**config.mk**
```make
export PLATFORM = sky130hd
export DESIGN_NAME = lss_loop_setting_store
export DESIGN_NICKNAME = d
export VERILOG_FILES = /design/src/rtl/lss_pkg.sv /design/src/rtl/lss_nv_if.sv /design/src/rtl/lss_loop_setting_store.sv /design/src/rtl/lss_nv_store.sv
export SDC_FILE = /design/constraint.sdc
export NUM_CORES = 2
export LEC_CHECK = 0
export BUFFER_PORTS_ARGS = -buffer_cell sky130_fd_sc_hd__buf_2
export CORE_ASPECT_RATIO = 0.75
export CORE_MARGIN = 10
export CORE_UTILIZATION = 40
export CTS_CLUSTER_DIAMETER = 40
export CTS_CLUSTER_SIZE = 24
export DETAILED_ROUTE_END_ITERATION = 8
export PLACE_DENSITY_LB_ADDON = 0.15
export SLEW_MARGIN = 20
export SYNTH_ARGS = -nofsm -noshare
export SYNTH_HDL_FRONTEND = slang
export SYNTH_HIERARCHICAL = 1
export SYNTH_SLANG_ARGS = --single-unit
```
**constraint.sdc**
```tcl
create_clock -name sys_clk -period 21.9 [get_ports sys_clk]
set_input_delay 2.19 -clock sys_clk [delete_from_list [all_inputs] [get_ports sys_clk]]
set_output_delay 2.19 -clock sys_clk [all_outputs]
set_load 0.05 [all_outputs]
```
**src/rtl/lss_pkg.sv**
```systemverilog
package lss_pkg;
  // ----------------------------------------------------------
  // sizes and register map
  // ----------------------------------------------------------
  localparam int LOOPS = 2;
  localparam int NSET = 12;
  localparam int NV_WORDS = LOOPS * NSET;
  localparam logic [11:0] LOOP_STRIDE_OFS = 12'h040;
  localparam logic [11:0] ALARM_KIND_OFS = 12'h080;
  localparam logic [11:0] CTRL_OFS = 12'h084;
  localparam logic [11:0] ERR_OFS = 12'h088;
  localparam logic [11:0] IRQ_STAT_OFS = 12'h08C;
  localparam logic [11:0] IRQ_MASK_OFS = 12'h090;
  localparam logic [11:0] MON_TEMP_OFS = 12'h0A0;
  localparam logic [11:0] MON_CUR_OFS = 12'h0A8;
  localparam logic [11:0] MON_LEVEL_OFS = 12'h0B0;
  // ----------------------------------------------------------
  // setting word indexes within a loop
  // ----------------------------------------------------------
  localparam int LOOP_TARGET_TEMPERATURE = 0;
  localparam int LOOP_HEATER_BREAK_THRESHOLD = 1;
  localparam int ALARM_ONE_DEADBAND = 2;
  localparam int ALARM_TWO_DEADBAND = 3;
  localparam int ALARM_ONE_LEVEL = 4;
  localparam int ALARM_TWO_LEVEL = 5;
  localparam int INPUT_OFFSET_SETTING = 6;
  localparam int OUTPUT_CYCLE_TIME = 7;
  localparam int ONOFF_DEADBAND = 8;
  localparam int GAIN_BAND_SETTING = 9;
  localparam int RESET_TIME_SETTING = 10;
  localparam int RATE_TIME_SETTING = 11;
  // limits and defaults, one-decimal values held as tenths
  localparam logic signed [15:0] SET_MIN [NSET] = '{0, 0, 0, 0, -999, -999, -999, 1, 0, 0,
    0, 0};
  localparam logic signed [15:0] SET_MAX [NSET] = '{0, 500, 9999, 9999, 9999, 9999, 9999,
    99, 9999, 9999, 9999, 9999};
  localparam logic signed [15:0] SET_DFLT [NSET] = '{0, 0, 0, 0, 0, 0, 0, 20, 8, 80, 233,
    40};
  localparam logic [15:0] KIND_MAX = 16'h270F;
  // ----------------------------------------------------------
  // monitors, burnout, status fields
  // ----------------------------------------------------------
  localparam logic [15:0] CUR_LIMIT = 16'h0226;
  localparam logic [15:0] CUR_OVERFLOW = 16'hCCCC;
  localparam logic [15:0] LEVEL_FULL = 16'h03E8;
  localparam logic [15:0] LEVEL_NONE = 16'h0000;
  localparam logic signed [15:0] BREAK_OFF = 16'sh0000;
  localparam logic signed [15:0] BREAK_ON = 16'sh01F4;
  localparam logic [7:0] ERR_KIND_NUM = 8'h40;
  localparam int IRQ_ERR = 0;
  localparam int IRQ_SAVE = 1;
  localparam int IRQ_LOAD = 2;
  localparam int IRQ_W = 3;
  localparam int ERR_NUM_LSB = 8;
  localparam int BUSY_BIT = 16;

  typedef enum logic [3:0] {AK_NONE, AK_UPPER_LOWER, AK_UPPER, AK_LOWER, AK_RANGE,
    AK_UPPER_LOWER_STBY, AK_UPPER_STBY, AK_LOWER_STBY, AK_ABS_UPPER, AK_ABS_LOWER
  } lss_alarm_t;
  typedef enum logic [1:0] {ST_IDLE, ST_SAVE, ST_LOAD} lss_state_t;

  // set point limits per sensor input type, tenths for one-decimal ranges
  function automatic logic signed [31:0] lss_sp_limit(input logic plat,
      input logic [3:0] kind, input logic fahr, input logic upper);
    logic signed [15:0] lo;
    logic signed [15:0] hi;
    lo = 0;
    hi = 0;
    if (plat) begin
      lo = fahr ? -16'sd3000 : -16'sd2000;
      hi = fahr ? 16'sd12000 : 16'sd6500;
    end else begin
      unique case (kind)
        4'd0: begin lo = fahr ? -16'sd300 : -16'sd200; hi = fahr ? 16'sd2300 : 16'sd1300; end
        4'd1: begin lo = 0; hi = fahr ? 16'sd9000 : 16'sd5000; end
        4'd2, 4'd5: begin lo = -16'sd100; hi = fahr ? 16'sd1500 : 16'sd850; end
        4'd3, 4'd6: begin lo = 0; hi = fahr ? 16'sd7500 : 16'sd4000; end
        4'd4: begin lo = fahr ? -16'sd3000 : -16'sd2000; hi = fahr ? 16'sd7000 : 16'sd4000; end
        4'd7, 4'd8: begin lo = 0; hi = fahr ? 16'sd3000 : 16'sd1700; end
        4'd9: begin lo = fahr ? 16'sd300 : 16'sd100; hi = fahr ? 16'sd3200 : 16'sd1800; end
        default: begin lo = 0; hi = 0; end
      endcase
    end
    return upper ? 32'(hi) : 32'(lo);
  endfunction
endpackage

```
**src/rtl/lss_nv_if.sv**
```systemverilog
`timescale 1ns/100ps
`default_nettype none
// word port between the setting store and its non-volatile array
interface lss_nv_if;
  logic wrEn;
  logic [4:0] addr;
  logic [15:0] wData;
  logic [15:0] rData;
  logic [31:0] writeCount;
  modport ctrl (output wrEn, addr, wData, input rData, writeCount);
  modport store (input wrEn, addr, wData, output rData, writeCount);
endinterface // lss_nv_if
`default_nettype wire

```
**src/rtl/lss_loop_setting_store.sv**
```systemverilog
// The register offsets and the APB slave port were left to the implementer.
`timescale 1ns/100ps
`default_nettype none
// Summary of operation
// - out-of-range write sets error flag and number, old value kept
// - accepted values go to working RAM only, not to saved memory
// - save bit rising 0 to 1 copies loop settings; held level does nothing
// - restore switch on: saved settings reloaded after every reset
// - burnout threshold 0..500 tenths; 0 forces alarm off, 500 on
// - alarm kind codes 0..9 decoded per digit, default 0
// - set point range follows sensor input type, default 0
// - heater current above 55.0 A reads -13,108, else 0..550 tenths
// - output level shows driven level; on/off mode reads 1000 or 0
// - a save writes only the loop whose save bit rose
// - gain band, reset and rate times locked while tuning done flag set
module lss_loop_setting_store (
  // clock and reset
  input wire logic sys_clk,
  input wire logic reset,
  // apb slave
  input wire logic [11:0] paddr,
  input wire logic psel,
  input wire logic penable,
  input wire logic pwrite,
  input wire logic [31:0] pwdata,
  output logic [31:0] prdata,
  output logic pready,
  output logic pslverr,
  // straps, taken once after reset
  input wire logic sensorPlatinum,
  input wire logic [3:0] sensorType,
  input wire logic tempFahrenheit,
  input wire logic autoRestoreSwitch,
  // loop measurements
  input wire logic signed [15:0] measuredTemperature [lss_pkg::LOOPS],
  input wire logic [15:0] measuredHeaterCurrent [lss_pkg::LOOPS],
  input wire logic [15:0] driveLevel [lss_pkg::LOOPS],
  input wire logic [lss_pkg::LOOPS-1:0] outputOn,
  input wire logic onoffMode,
  input wire logic [lss_pkg::LOOPS-1:0] tuningDoneFlag,
  // settings in use
  output logic signed [15:0] loopSetting [lss_pkg::LOOPS][lss_pkg::NSET],
  output lss_pkg::lss_alarm_t alarmKindSelect [lss_pkg::LOOPS][2],
  output logic [lss_pkg::LOOPS-1:0] heaterBreakAlarm,
  output logic irq
);
  import lss_pkg::*;

  // ----------------------------------------------------------
  // state
  // ----------------------------------------------------------
  lss_state_t state_ff;
  logic [4:0] cnt_ff;
  logic saveLoop_ff;
  logic [1:0] saveBits_ff, saveBitsPrev_ff, pendSave_ff;
  logic strapDone_ff, plat_ff, fahr_ff;
  logic [3:0] kind_ff;
  logic signed [15:0] wram_ff [LOOPS][NSET];
  logic [15:0] alarmKind_ff;
  logic errFlag_ff;
  logic [7:0] errNum_ff;
  logic [IRQ_W-1:0] irqStat_ff, irqMask_ff;
  logic [15:0] tempMon_ff [LOOPS], curMon_ff [LOOPS], levelMon_ff [LOOPS];
  logic [LOOPS-1:0] breakAlarm_ff;
  logic [31:0] prdata_ff;
  lss_nv_if nv ();

  lss_nv_store u_nv (
    .sys_clk(sys_clk),
    .reset(reset),
    .nv(nv)
  );

  // integer range test on the raw written value
  function automatic logic fits(input logic signed [31:0] v, input logic signed [31:0] lo,
      input logic signed [31:0] hi);
    return (v >= lo) && (v <= hi);
  endfunction

  // ----------------------------------------------------------
  // apb decode
  // ----------------------------------------------------------
  logic access, setWr, setHit, wrLoop, isPid, valOk, kindWr, loadWr, saveDone, loadDone;
  logic [3:0] wrIdx;
  logic [4:0] loadLin;
  logic signed [31:0] wrVal, lo, hi;
  logic [1:0] saveRise;
  logic [7:0] errCode;
  logic [31:0] rdMux;
  logic mapped;

  assign access = psel && penable && pready;
  assign wrLoop = paddr[6];
  assign wrIdx = paddr[5:2];
  assign setHit = (paddr < ALARM_KIND_OFS) && (wrIdx < 4'(NSET)) && (paddr[1:0] == 2'b00);
  assign setWr = access && pwrite && setHit;
  assign kindWr = access && pwrite && (paddr == ALARM_KIND_OFS);
  assign wrVal = 32'(signed'(pwdata[15:0]));
  assign isPid = wrIdx >= 4'(GAIN_BAND_SETTING);
  assign errCode = {2'b00, 1'b0, wrLoop, wrIdx} + 8'h01;

  // set point limits follow the sensor strap, others are fixed
  always_comb begin
    lo = 32'(SET_MIN[wrIdx < 4'(NSET) ? wrIdx : 4'h0]);
    hi = 32'(SET_MAX[wrIdx < 4'(NSET) ? wrIdx : 4'h0]);
    if (wrIdx == 4'(LOOP_TARGET_TEMPERATURE)) begin
      lo = lss_sp_limit(plat_ff, kind_ff, fahr_ff, 1'b0);
      hi = lss_sp_limit(plat_ff, kind_ff, fahr_ff, 1'b1);
    end
  end
  assign valOk = fits(wrVal, lo, hi);

  // restore walk: word at cnt-1 arrives from the array this cycle
  assign loadLin = cnt_ff - 5'h01;
  assign loadWr = (state_ff == ST_LOAD) && (cnt_ff != 5'h00);
  assign saveDone = (state_ff == ST_SAVE) && (cnt_ff == 5'(NSET - 1));
  assign loadDone = (state_ff == ST_LOAD) && (cnt_ff == 5'(NV_WORDS));

  // ----------------------------------------------------------
  // working ram
  // ----------------------------------------------------------
  // restore has the bus stalled, so the two writers never meet
  always_ff @(posedge sys_clk or posedge reset) begin
    if (reset) begin
      for (int l = 0; l < LOOPS; l++) begin
        for (int i = 0; i < NSET; i++) begin
          wram_ff[l][i] <= SET_DFLT[i];
        end
      end
    end else if (loadWr) begin
      if (loadLin >= 5'(NSET)) begin
        wram_ff[1][4'(loadLin - 5'(NSET))] <= nv.rData;
      end else begin
        wram_ff[0][4'(loadLin)] <= nv.rData;
      end
    end else if (setWr && valOk && !(isPid && tuningDoneFlag[wrLoop])) begin
      wram_ff[wrLoop][wrIdx] <= pwdata[15:0];
    end
  end
  assign loopSetting = wram_ff;

  // alarm kind word, one decimal digit per loop alarm
  always_ff @(posedge sys_clk or posedge reset) begin
    if (reset) begin
      alarmKind_ff <= 16'h0000;
    end else if (kindWr && (pwdata[31:16] == 16'h0000) && (pwdata[15:0] <= KIND_MAX)) begin
      alarmKind_ff <= pwdata[15:0];
    end
  end
  always_comb begin
    for (int l = 0; l < LOOPS; l++) begin
      for (int a = 0; a < 2; a++) begin
        alarmKindSelect[l][a] = lss_alarm_t'(4'((alarmKind_ff / (16'd10 ** (l * 2 + a)))
          % 16'd10));
      end
    end
  end

  // setting error flag and number; a new error beats the read clear
  always_ff @(posedge sys_clk or posedge reset) begin
    if (reset) begin
      errFlag_ff <= 1'b0;
      errNum_ff <= 8'h00;
    end else if (setWr && !valOk) begin
      errFlag_ff <= 1'b1;
      errNum_ff <= errCode;
    end else if (kindWr && !((pwdata[31:16] == 16'h0000) && (pwdata[15:0] <= KIND_MAX))) begin
      errFlag_ff <= 1'b1;
      errNum_ff <= ERR_KIND_NUM;
    end else if (access && !pwrite && (paddr == ERR_OFS)) begin
      errFlag_ff <= 1'b0;
    end
  end

  // ----------------------------------------------------------
  // control bits, save edge and strap capture
  // ----------------------------------------------------------
  assign saveRise = saveBits_ff & ~saveBitsPrev_ff;
  always_ff @(posedge sys_clk or posedge reset) begin
    if (reset) begin
      saveBits_ff <= 2'b00;
      saveBitsPrev_ff <= 2'b00;
    end else begin
      saveBitsPrev_ff <= saveBits_ff;
      if (access && pwrite && (paddr == CTRL_OFS)) begin
        saveBits_ff <= pwdata[1:0];
      end
    end
  end

  // straps only take effect at a restart
  always_ff @(posedge sys_clk or posedge reset) begin
    if (reset) begin
      strapDone_ff <= 1'b0;
      plat_ff <= 1'b0;
      kind_ff <= 4'h0;
      fahr_ff <= 1'b0;
    end else if (!strapDone_ff) begin
      strapDone_ff <= 1'b1;
      plat_ff <= sensorPlatinum;
      kind_ff <= sensorType;
      fahr_ff <= tempFahrenheit;
    end
  end

  // ----------------------------------------------------------
  // save and restore sequencer
  // ----------------------------------------------------------
  // a rise seen while busy waits in pendSave; the new rise beats the clear
  always_ff @(posedge sys_clk or posedge reset) begin
    if (reset) begin
      state_ff <= ST_IDLE;
      cnt_ff <= 5'h00;
      saveLoop_ff <= 1'b0;
      pendSave_ff <= 2'b00;
    end else begin
      pendSave_ff <= pendSave_ff | saveRise;
      unique case (state_ff)
        ST_IDLE: begin
          cnt_ff <= 5'h00;
          if (!strapDone_ff) begin
            if (autoRestoreSwitch) begin
              state_ff <= ST_LOAD;
            end
          end else if (pendSave_ff != 2'b00) begin
            state_ff <= ST_SAVE;
            saveLoop_ff <= !pendSave_ff[0];
            pendSave_ff <= (pendSave_ff & ~(pendSave_ff[0] ? 2'b01 : 2'b10)) | saveRise;
          end
        end
        ST_SAVE: begin
          cnt_ff <= cnt_ff + 5'h01;
          if (saveDone) begin
            state_ff <= ST_IDLE;
          end
        end
        ST_LOAD: begin
          cnt_ff <= cnt_ff + 5'h01;
          if (loadDone) begin
            state_ff <= ST_IDLE;
          end
        end
      endcase
    end
  end

  // only the save state ever writes the array
  always_comb begin
    nv.wrEn = (state_ff == ST_SAVE);
    nv.addr = (state_ff == ST_SAVE) ? (saveLoop_ff ? 5'(NSET) : 5'h00) + cnt_ff : cnt_ff;
    nv.wData = wram_ff[saveLoop_ff][4'(cnt_ff)];
  end

  // ----------------------------------------------------------
  // monitors and burnout
  // ----------------------------------------------------------
  always_ff @(posedge sys_clk or posedge reset) begin
    if (reset) begin
      for (int l = 0; l < LOOPS; l++) begin
        tempMon_ff[l] <= 16'h0000;
        curMon_ff[l] <= 16'h0000;
        levelMon_ff[l] <= 16'h0000;
      end
      breakAlarm_ff <= 2'b00;
    end else begin
      for (int l = 0; l < LOOPS; l++) begin
        tempMon_ff[l] <= measuredTemperature[l];
        curMon_ff[l] <= (measuredHeaterCurrent[l] > CUR_LIMIT) ? CUR_OVERFLOW
          : measuredHeaterCurrent[l];
        levelMon_ff[l] <= onoffMode ? (outputOn[l] ? LEVEL_FULL : LEVEL_NONE)
          : driveLevel[l];
        if (wram_ff[l][LOOP_HEATER_BREAK_THRESHOLD] == BREAK_OFF) begin
          breakAlarm_ff[l] <= 1'b0;
        end else if (wram_ff[l][LOOP_HEATER_BREAK_THRESHOLD] == BREAK_ON) begin
          breakAlarm_ff[l] <= 1'b1;
        end else begin
          breakAlarm_ff[l] <= outputOn[l] && (signed'({1'b0, measuredHeaterCurrent[l]})
            < 17'(wram_ff[l][LOOP_HEATER_BREAK_THRESHOLD]));
        end
      end
    end
  end
  assign heaterBreakAlarm = breakAlarm_ff;

  // ----------------------------------------------------------
  // interrupts: events stick until the status read, set wins
  // ----------------------------------------------------------
  always_ff @(posedge sys_clk or posedge reset) begin
    if (reset) begin
      irqStat_ff <= '0;
      irqMask_ff <= '0;
    end else begin
      if (access && pwrite && (paddr == IRQ_MASK_OFS)) begin
        irqMask_ff <= pwdata[IRQ_W-1:0];
      end
      irqStat_ff <= ((access && !pwrite && (paddr == IRQ_STAT_OFS)) ? '0 : irqStat_ff)
        | {loadDone, saveDone, (setWr && !valOk)};
    end
  end
  assign irq = |(irqStat_ff & irqMask_ff);

  // ----------------------------------------------------------
  // read path, captured in the setup cycle
  // ----------------------------------------------------------
  always_comb begin
    rdMux = 32'h0000_0000;
    mapped = 1'b1;
    if (setHit) begin
      rdMux = {16'h0000, wram_ff[wrLoop][wrIdx]};
    end else begin
      unique case (paddr)
        ALARM_KIND_OFS: rdMux = {16'h0000, alarmKind_ff};
        CTRL_OFS: rdMux = {30'h0000_0000, saveBits_ff};
        ERR_OFS: rdMux = {15'h0000, state_ff != ST_IDLE, errNum_ff, 7'h00, errFlag_ff};
        IRQ_STAT_OFS: rdMux = {29'h0000_0000, irqStat_ff};
        IRQ_MASK_OFS: rdMux = {29'h0000_0000, irqMask_ff};
        MON_TEMP_OFS, MON_TEMP_OFS + 12'h004: rdMux = {16'h0000, tempMon_ff[paddr[2]]};
        MON_CUR_OFS, MON_CUR_OFS + 12'h004: rdMux = {16'h0000, curMon_ff[paddr[2]]};
        MON_LEVEL_OFS, MON_LEVEL_OFS + 12'h004: rdMux = {16'h0000, levelMon_ff[paddr[2]]};
        default: mapped = 1'b0;
      endcase
    end
  end
  always_ff @(posedge sys_clk or posedge reset) begin
    if (reset) begin
      prdata_ff <= 32'h0000_0000;
    end else if (psel && !penable) begin
      prdata_ff <= rdMux;
    end
  end
  assign prdata = prdata_ff;
  // restore holds the bus off so software never sees half-loaded values
  assign pready = penable && (state_ff != ST_LOAD) && strapDone_ff;
  assign pslverr = psel && penable && pready && !mapped;

  logic chkLoop_ff;
  logic [3:0] chkIdx_ff;
  logic signed [15:0] chkVal_ff;
  always_ff @(posedge sys_clk) begin
    chkLoop_ff <= wrLoop;
    chkIdx_ff <= (wrIdx < 4'(NSET)) ? wrIdx : 4'h0;
    chkVal_ff <= wram_ff[wrLoop][(wrIdx < 4'(NSET)) ? wrIdx : 4'h0];
  end
endmodule // lss_loop_setting_store
`default_nettype wire

```
**src/rtl/lss_nv_store.sv**
```systemverilog
`timescale 1ns/100ps
`default_nettype none
module lss_nv_store (
  // clock and reset
  input wire logic sys_clk,
  input wire logic reset,
  // word port
  lss_nv_if.store nv
);
  import lss_pkg::*;
  logic [15:0] mem [NV_WORDS];

  // saved image has no reset: it must outlive a restart for the restore walk
  always_ff @(posedge sys_clk) begin
    if (nv.wrEn) begin
      mem[nv.addr] <= nv.wData;
    end
  end

  // registered read, one cycle after the address
  always_ff @(posedge sys_clk or posedge reset) begin
    if (reset) begin
      nv.rData <= 16'h0000;
    end else begin
      nv.rData <= mem[nv.addr];
    end
  end

  // wear counter, words written since the last reset
  always_ff @(posedge sys_clk or posedge reset) begin
    if (reset) begin
      nv.writeCount <= 32'h0000_0000;
    end else if (nv.wrEn) begin
      nv.writeCount <= nv.writeCount + 32'h0000_0001;
    end
  end
endmodule // lss_nv_store
`default_nettype wire

```
==> flow_metrics.env <==
export IMPL_io_pins=594
export IMPL_cts_tree="done"
export IMPL_globalRouteTotalUtil_pct=29.2
export IMPL_post_cts_setup_buffer_count=0
export IMPL_powerDensity_nw_per_um2=82.1
export IMPL_hpwlAfterDp_um=163000
export IMPL_wl_per_cell_um=33.5
export IMPL_cp_top_family="compound AO/OA/AOI/OAI gates"
export IMPL_rsz0062_at_grt="no"
export IMPL_cts_made_buffers=108
export IMPL_die_w_um=443
export IMPL_p_sw_w=0.00180
export IMPL_grtUsageMet3_pct=11.2
export IMPL_internal_power_w=0.00331
export IMPL_grt_use_met2_pct=41.7
export IMPL_grt_pass1_wl_um=322000
export IMPL_rows=116
export IMPL_portBuffers=578
export IMPL_hold_depth=1
export IMPL_pwr_share_comb_pct=21.8
export IMPL_max_freq_mhz=81.9
export IMPL_holdWs_ps=425
export IMPL_gp_congestion=0.984
export IMPL_clock_root_buffer="clkbuf_16"
export IMPL_htreeDepth=3
export IMPL_viasPerCell=6.53
export IMPL_power_frac_clock_pct=37.8
export IMPL_num_vias=44131
export IMPL_slowest_stage="dfrtp_1"
export IMPL_postSynthAreaPerCell_um2=12.1
export IMPL_postSynthCellCount=4451
export IMPL_min_period_over_period_pct=55.8
export IMPL_grt_pass1_vias=42573
export IMPL_cp_end_kind="output pin"
export IMPL_hold_violations=0
export IMPL_hold_buffers=0
export IMPL_arrival_ps=10030
export IMPL_ir_worst_vdd_v=0.0000668
export IMPL_r2r_start="fahr_ff$_DFFE_PP0N_"
export IMPL_hp_class="reg -> reg"
export IMPL_p_leak_nw=24.7
export IMPL_postRouteAntennaNets=0
export IMPL_maxCapViolations=0
export IMPL_syn2layout_area_growth_pct=16.1
export IMPL_grt_overflow=0
export IMPL_rr_worst_depth=27
export IMPL_cp_depth=29
export IMPL_path_class="reg -> out"
export IMPL_routed_wl_um=227000
export IMPL_cp_required_ps=19710
export IMPL_status="finished, final reports clean"
export IMPL_fin_skew_ps=66.7
export IMPL_insertion_delay_ps=770
export IMPL_worst_slew_pin_transition_ps=1290
export IMPL_initial_utilization_pct=40.3
export IMPL_synth_area_um2=53700
export IMPL_die_h_um=337
export IMPL_ys_warn_count=6
export IMPL_drc=0
export IMPL_fin_nets=5128
export IMPL_top_usage_layer="met2"
export IMPL_core_um2=133000
export IMPL_tns_ps=0
export IMPL_crit_path_start_kind="flop"
export IMPL_drt_pass1_iter_count=6
export IMPL_clockBufferDepth=3
export IMPL_setup_viol=0
export IMPL_drive_gt1_share_pct=35.2
export IMPL_relSlewSlack_pct=13.5
export IMPL_dieArea_um2=149000
export IMPL_path_buf_inv=2
export IMPL_hp_start="saveBitsPrev_ff[0]$_DFF_PP0_"
export IMPL_antenna_found_initial=30
export IMPL_globalRouteMet1Util_pct=39.0
export IMPL_crit_start="alarmKind_ff[11]$_DFFE_PP0P_"
export IMPL_power_frac_seq_pct=40.4
export IMPL_drt_iter0_drc=5795
export IMPL_path_clk_slew_ps=70
export IMPL_crit_fanout=31
export IMPL_cts_sinks=950
export IMPL_finalCriticalPeriod_ps=12220
export IMPL_report_final_slew_viol_count=0
export IMPL_p_sw_share_pct=35.3
export IMPL_cts_resized=0
export IMPL_crit_path_max_incr_delay_ps=1020
export IMPL_grt_max_degree=158
[layout make-up]
| cell class | instances | area [um^2] |
|---|---|---|
| timing repair buffer | 702 | 3890 |
| fill | 12183 | 71000 |
| clock buffer | 118 | 2810 |
| antenna | 4 | 10.0 |
| clock inverter | 87 | 1040 |
| multi-input combinational | 3001 | 26200 |
| tap | 1770 | 2210 |
| inverter | 125 | 479 |
| sequential | 950 | 25700 |
[power groups by stage]
| stage | combinational, W | sequential, W | clock [W] |
|---|---|---|---|
| 6_report | 0.00112 | 0.00207 | 0.00193 |
| 5_1_grt | 0.00116 | 0.00207 | 0.00202 |
| 4_1_cts | 0.00110 | 0.00206 | 0.00195 |
| 3_5_place_dp | 0.00110 | 0.00209 | 0 |
| 3_3_place_gp | 0.00109 | 0.00209 | 0 |
| 2_1_floorplan | 0.000664 | 0.00209 | 0 |
[routing by layer]
metal,routed length (um),up-vias
met5,157,-
met4,12400,22
met3,28800,588
met2,95600,2835
met1,89700,22523
li1,-,18163
[metrics by stage]
stage	util, %	worst slack [ps]	area (um^2)	total power [W]	cells
5_1_grt	46.7	8820	62300	0.00525	6757
4_1_cts	46.7	9730	62300	0.00510	6753
6_report	46.7	9680	62300	0.00512	6757
3_3_place_gp	43.8	10630	58400	0.00318	6548
2_1_floorplan	-	4370	53800	0.00275	4469
3_5_place_dp	43.8	10510	58400	0.00319	6548
[path summary, 6_finish.rpt]
path / end / slack [ps]
min: pendSave_ff[0]$_DFF_PP0_ / 430
min reg2reg: pendSave_ff[0]$_DFF_PP0_ / 430
max: alarmKindSelect[1] / 9680
min in group asynchronous: u_nv/nv.rData[5]$_DFF_PP0_ / 1690
max reg2reg: loopSetting[339]$_DFFE_PP0P_ / 14870
max in group asynchronous: saveLoop_ff$_DFFE_PP0P_ / 18020
[state kept, by name, indices dropped and copies added (netlist names)]
| name | count |
|---|---|
| loopSetting | 384 |
| u_nv/mem | 384 |
| curMon_ff | 32 |
| levelMon_ff | 32 |
| tempMon_ff | 32 |
| prdata | 17 |
| alarmKind_ff | 16 |
| u_nv/nv.rData | 16 |
| errNum_ff | 7 |
| cnt_ff | 5 |
| kind_ff | 4 |
| irqMask_ff | 3 |
| irqStat_ff | 3 |
| heaterBreakAlarm | 2 |
| pendSave_ff | 2 |
| saveBitsPrev_ff | 2 |
| saveBits_ff | 2 |
| state_ff | 2 |
| errFlag_ff | 1 |
| fahr_ff | 1 |
| plat_ff | 1 |
| saveLoop_ff | 1 |
| strapDone_ff | 1 |
[cells in the final DEF, fill, tap and decap left out, types with 19 or more instances in the layout]
| cell | count |
|---|---|
| nor3_1 | 52 |
| mux2_2 | 379 |
| mux2i_1 | 78 |
| conb_1 | 20 |
| inv_1 | 109 |
| a211oi_1 | 22 |
| buf_2 | 576 |
| a32oi_1 | 19 |
| a31oi_1 | 45 |
| buf_4 | 120 |
| nor2_1 | 155 |
| nor4_1 | 25 |
| nand3_1 | 86 |
| nand2b_1 | 41 |
| ha_1 | 82 |
| edfxtp_1 | 384 |
| nand2_1 | 329 |
| nor2b_1 | 50 |
| a221oi_1 | 22 |
| a21oi_1 | 124 |
| mux4_2 | 316 |
| and2_1 | 35 |
| xnor2_1 | 49 |
| dfstp_2 | 24 |
| dfrtp_1 | 539 |
| nand4_1 | 19 |
| o22ai_1 | 312 |
| a22oi_1 | 84 |
| o21ai_1 | 20 |
| clkbuf_16 | 109 |
| or3_1 | 19 |
| and3_1 | 24 |
| o21a_1 | 19 |
| o21ai_0 | 245 |
Note: power is estimated with default switching activity, not from simulation.
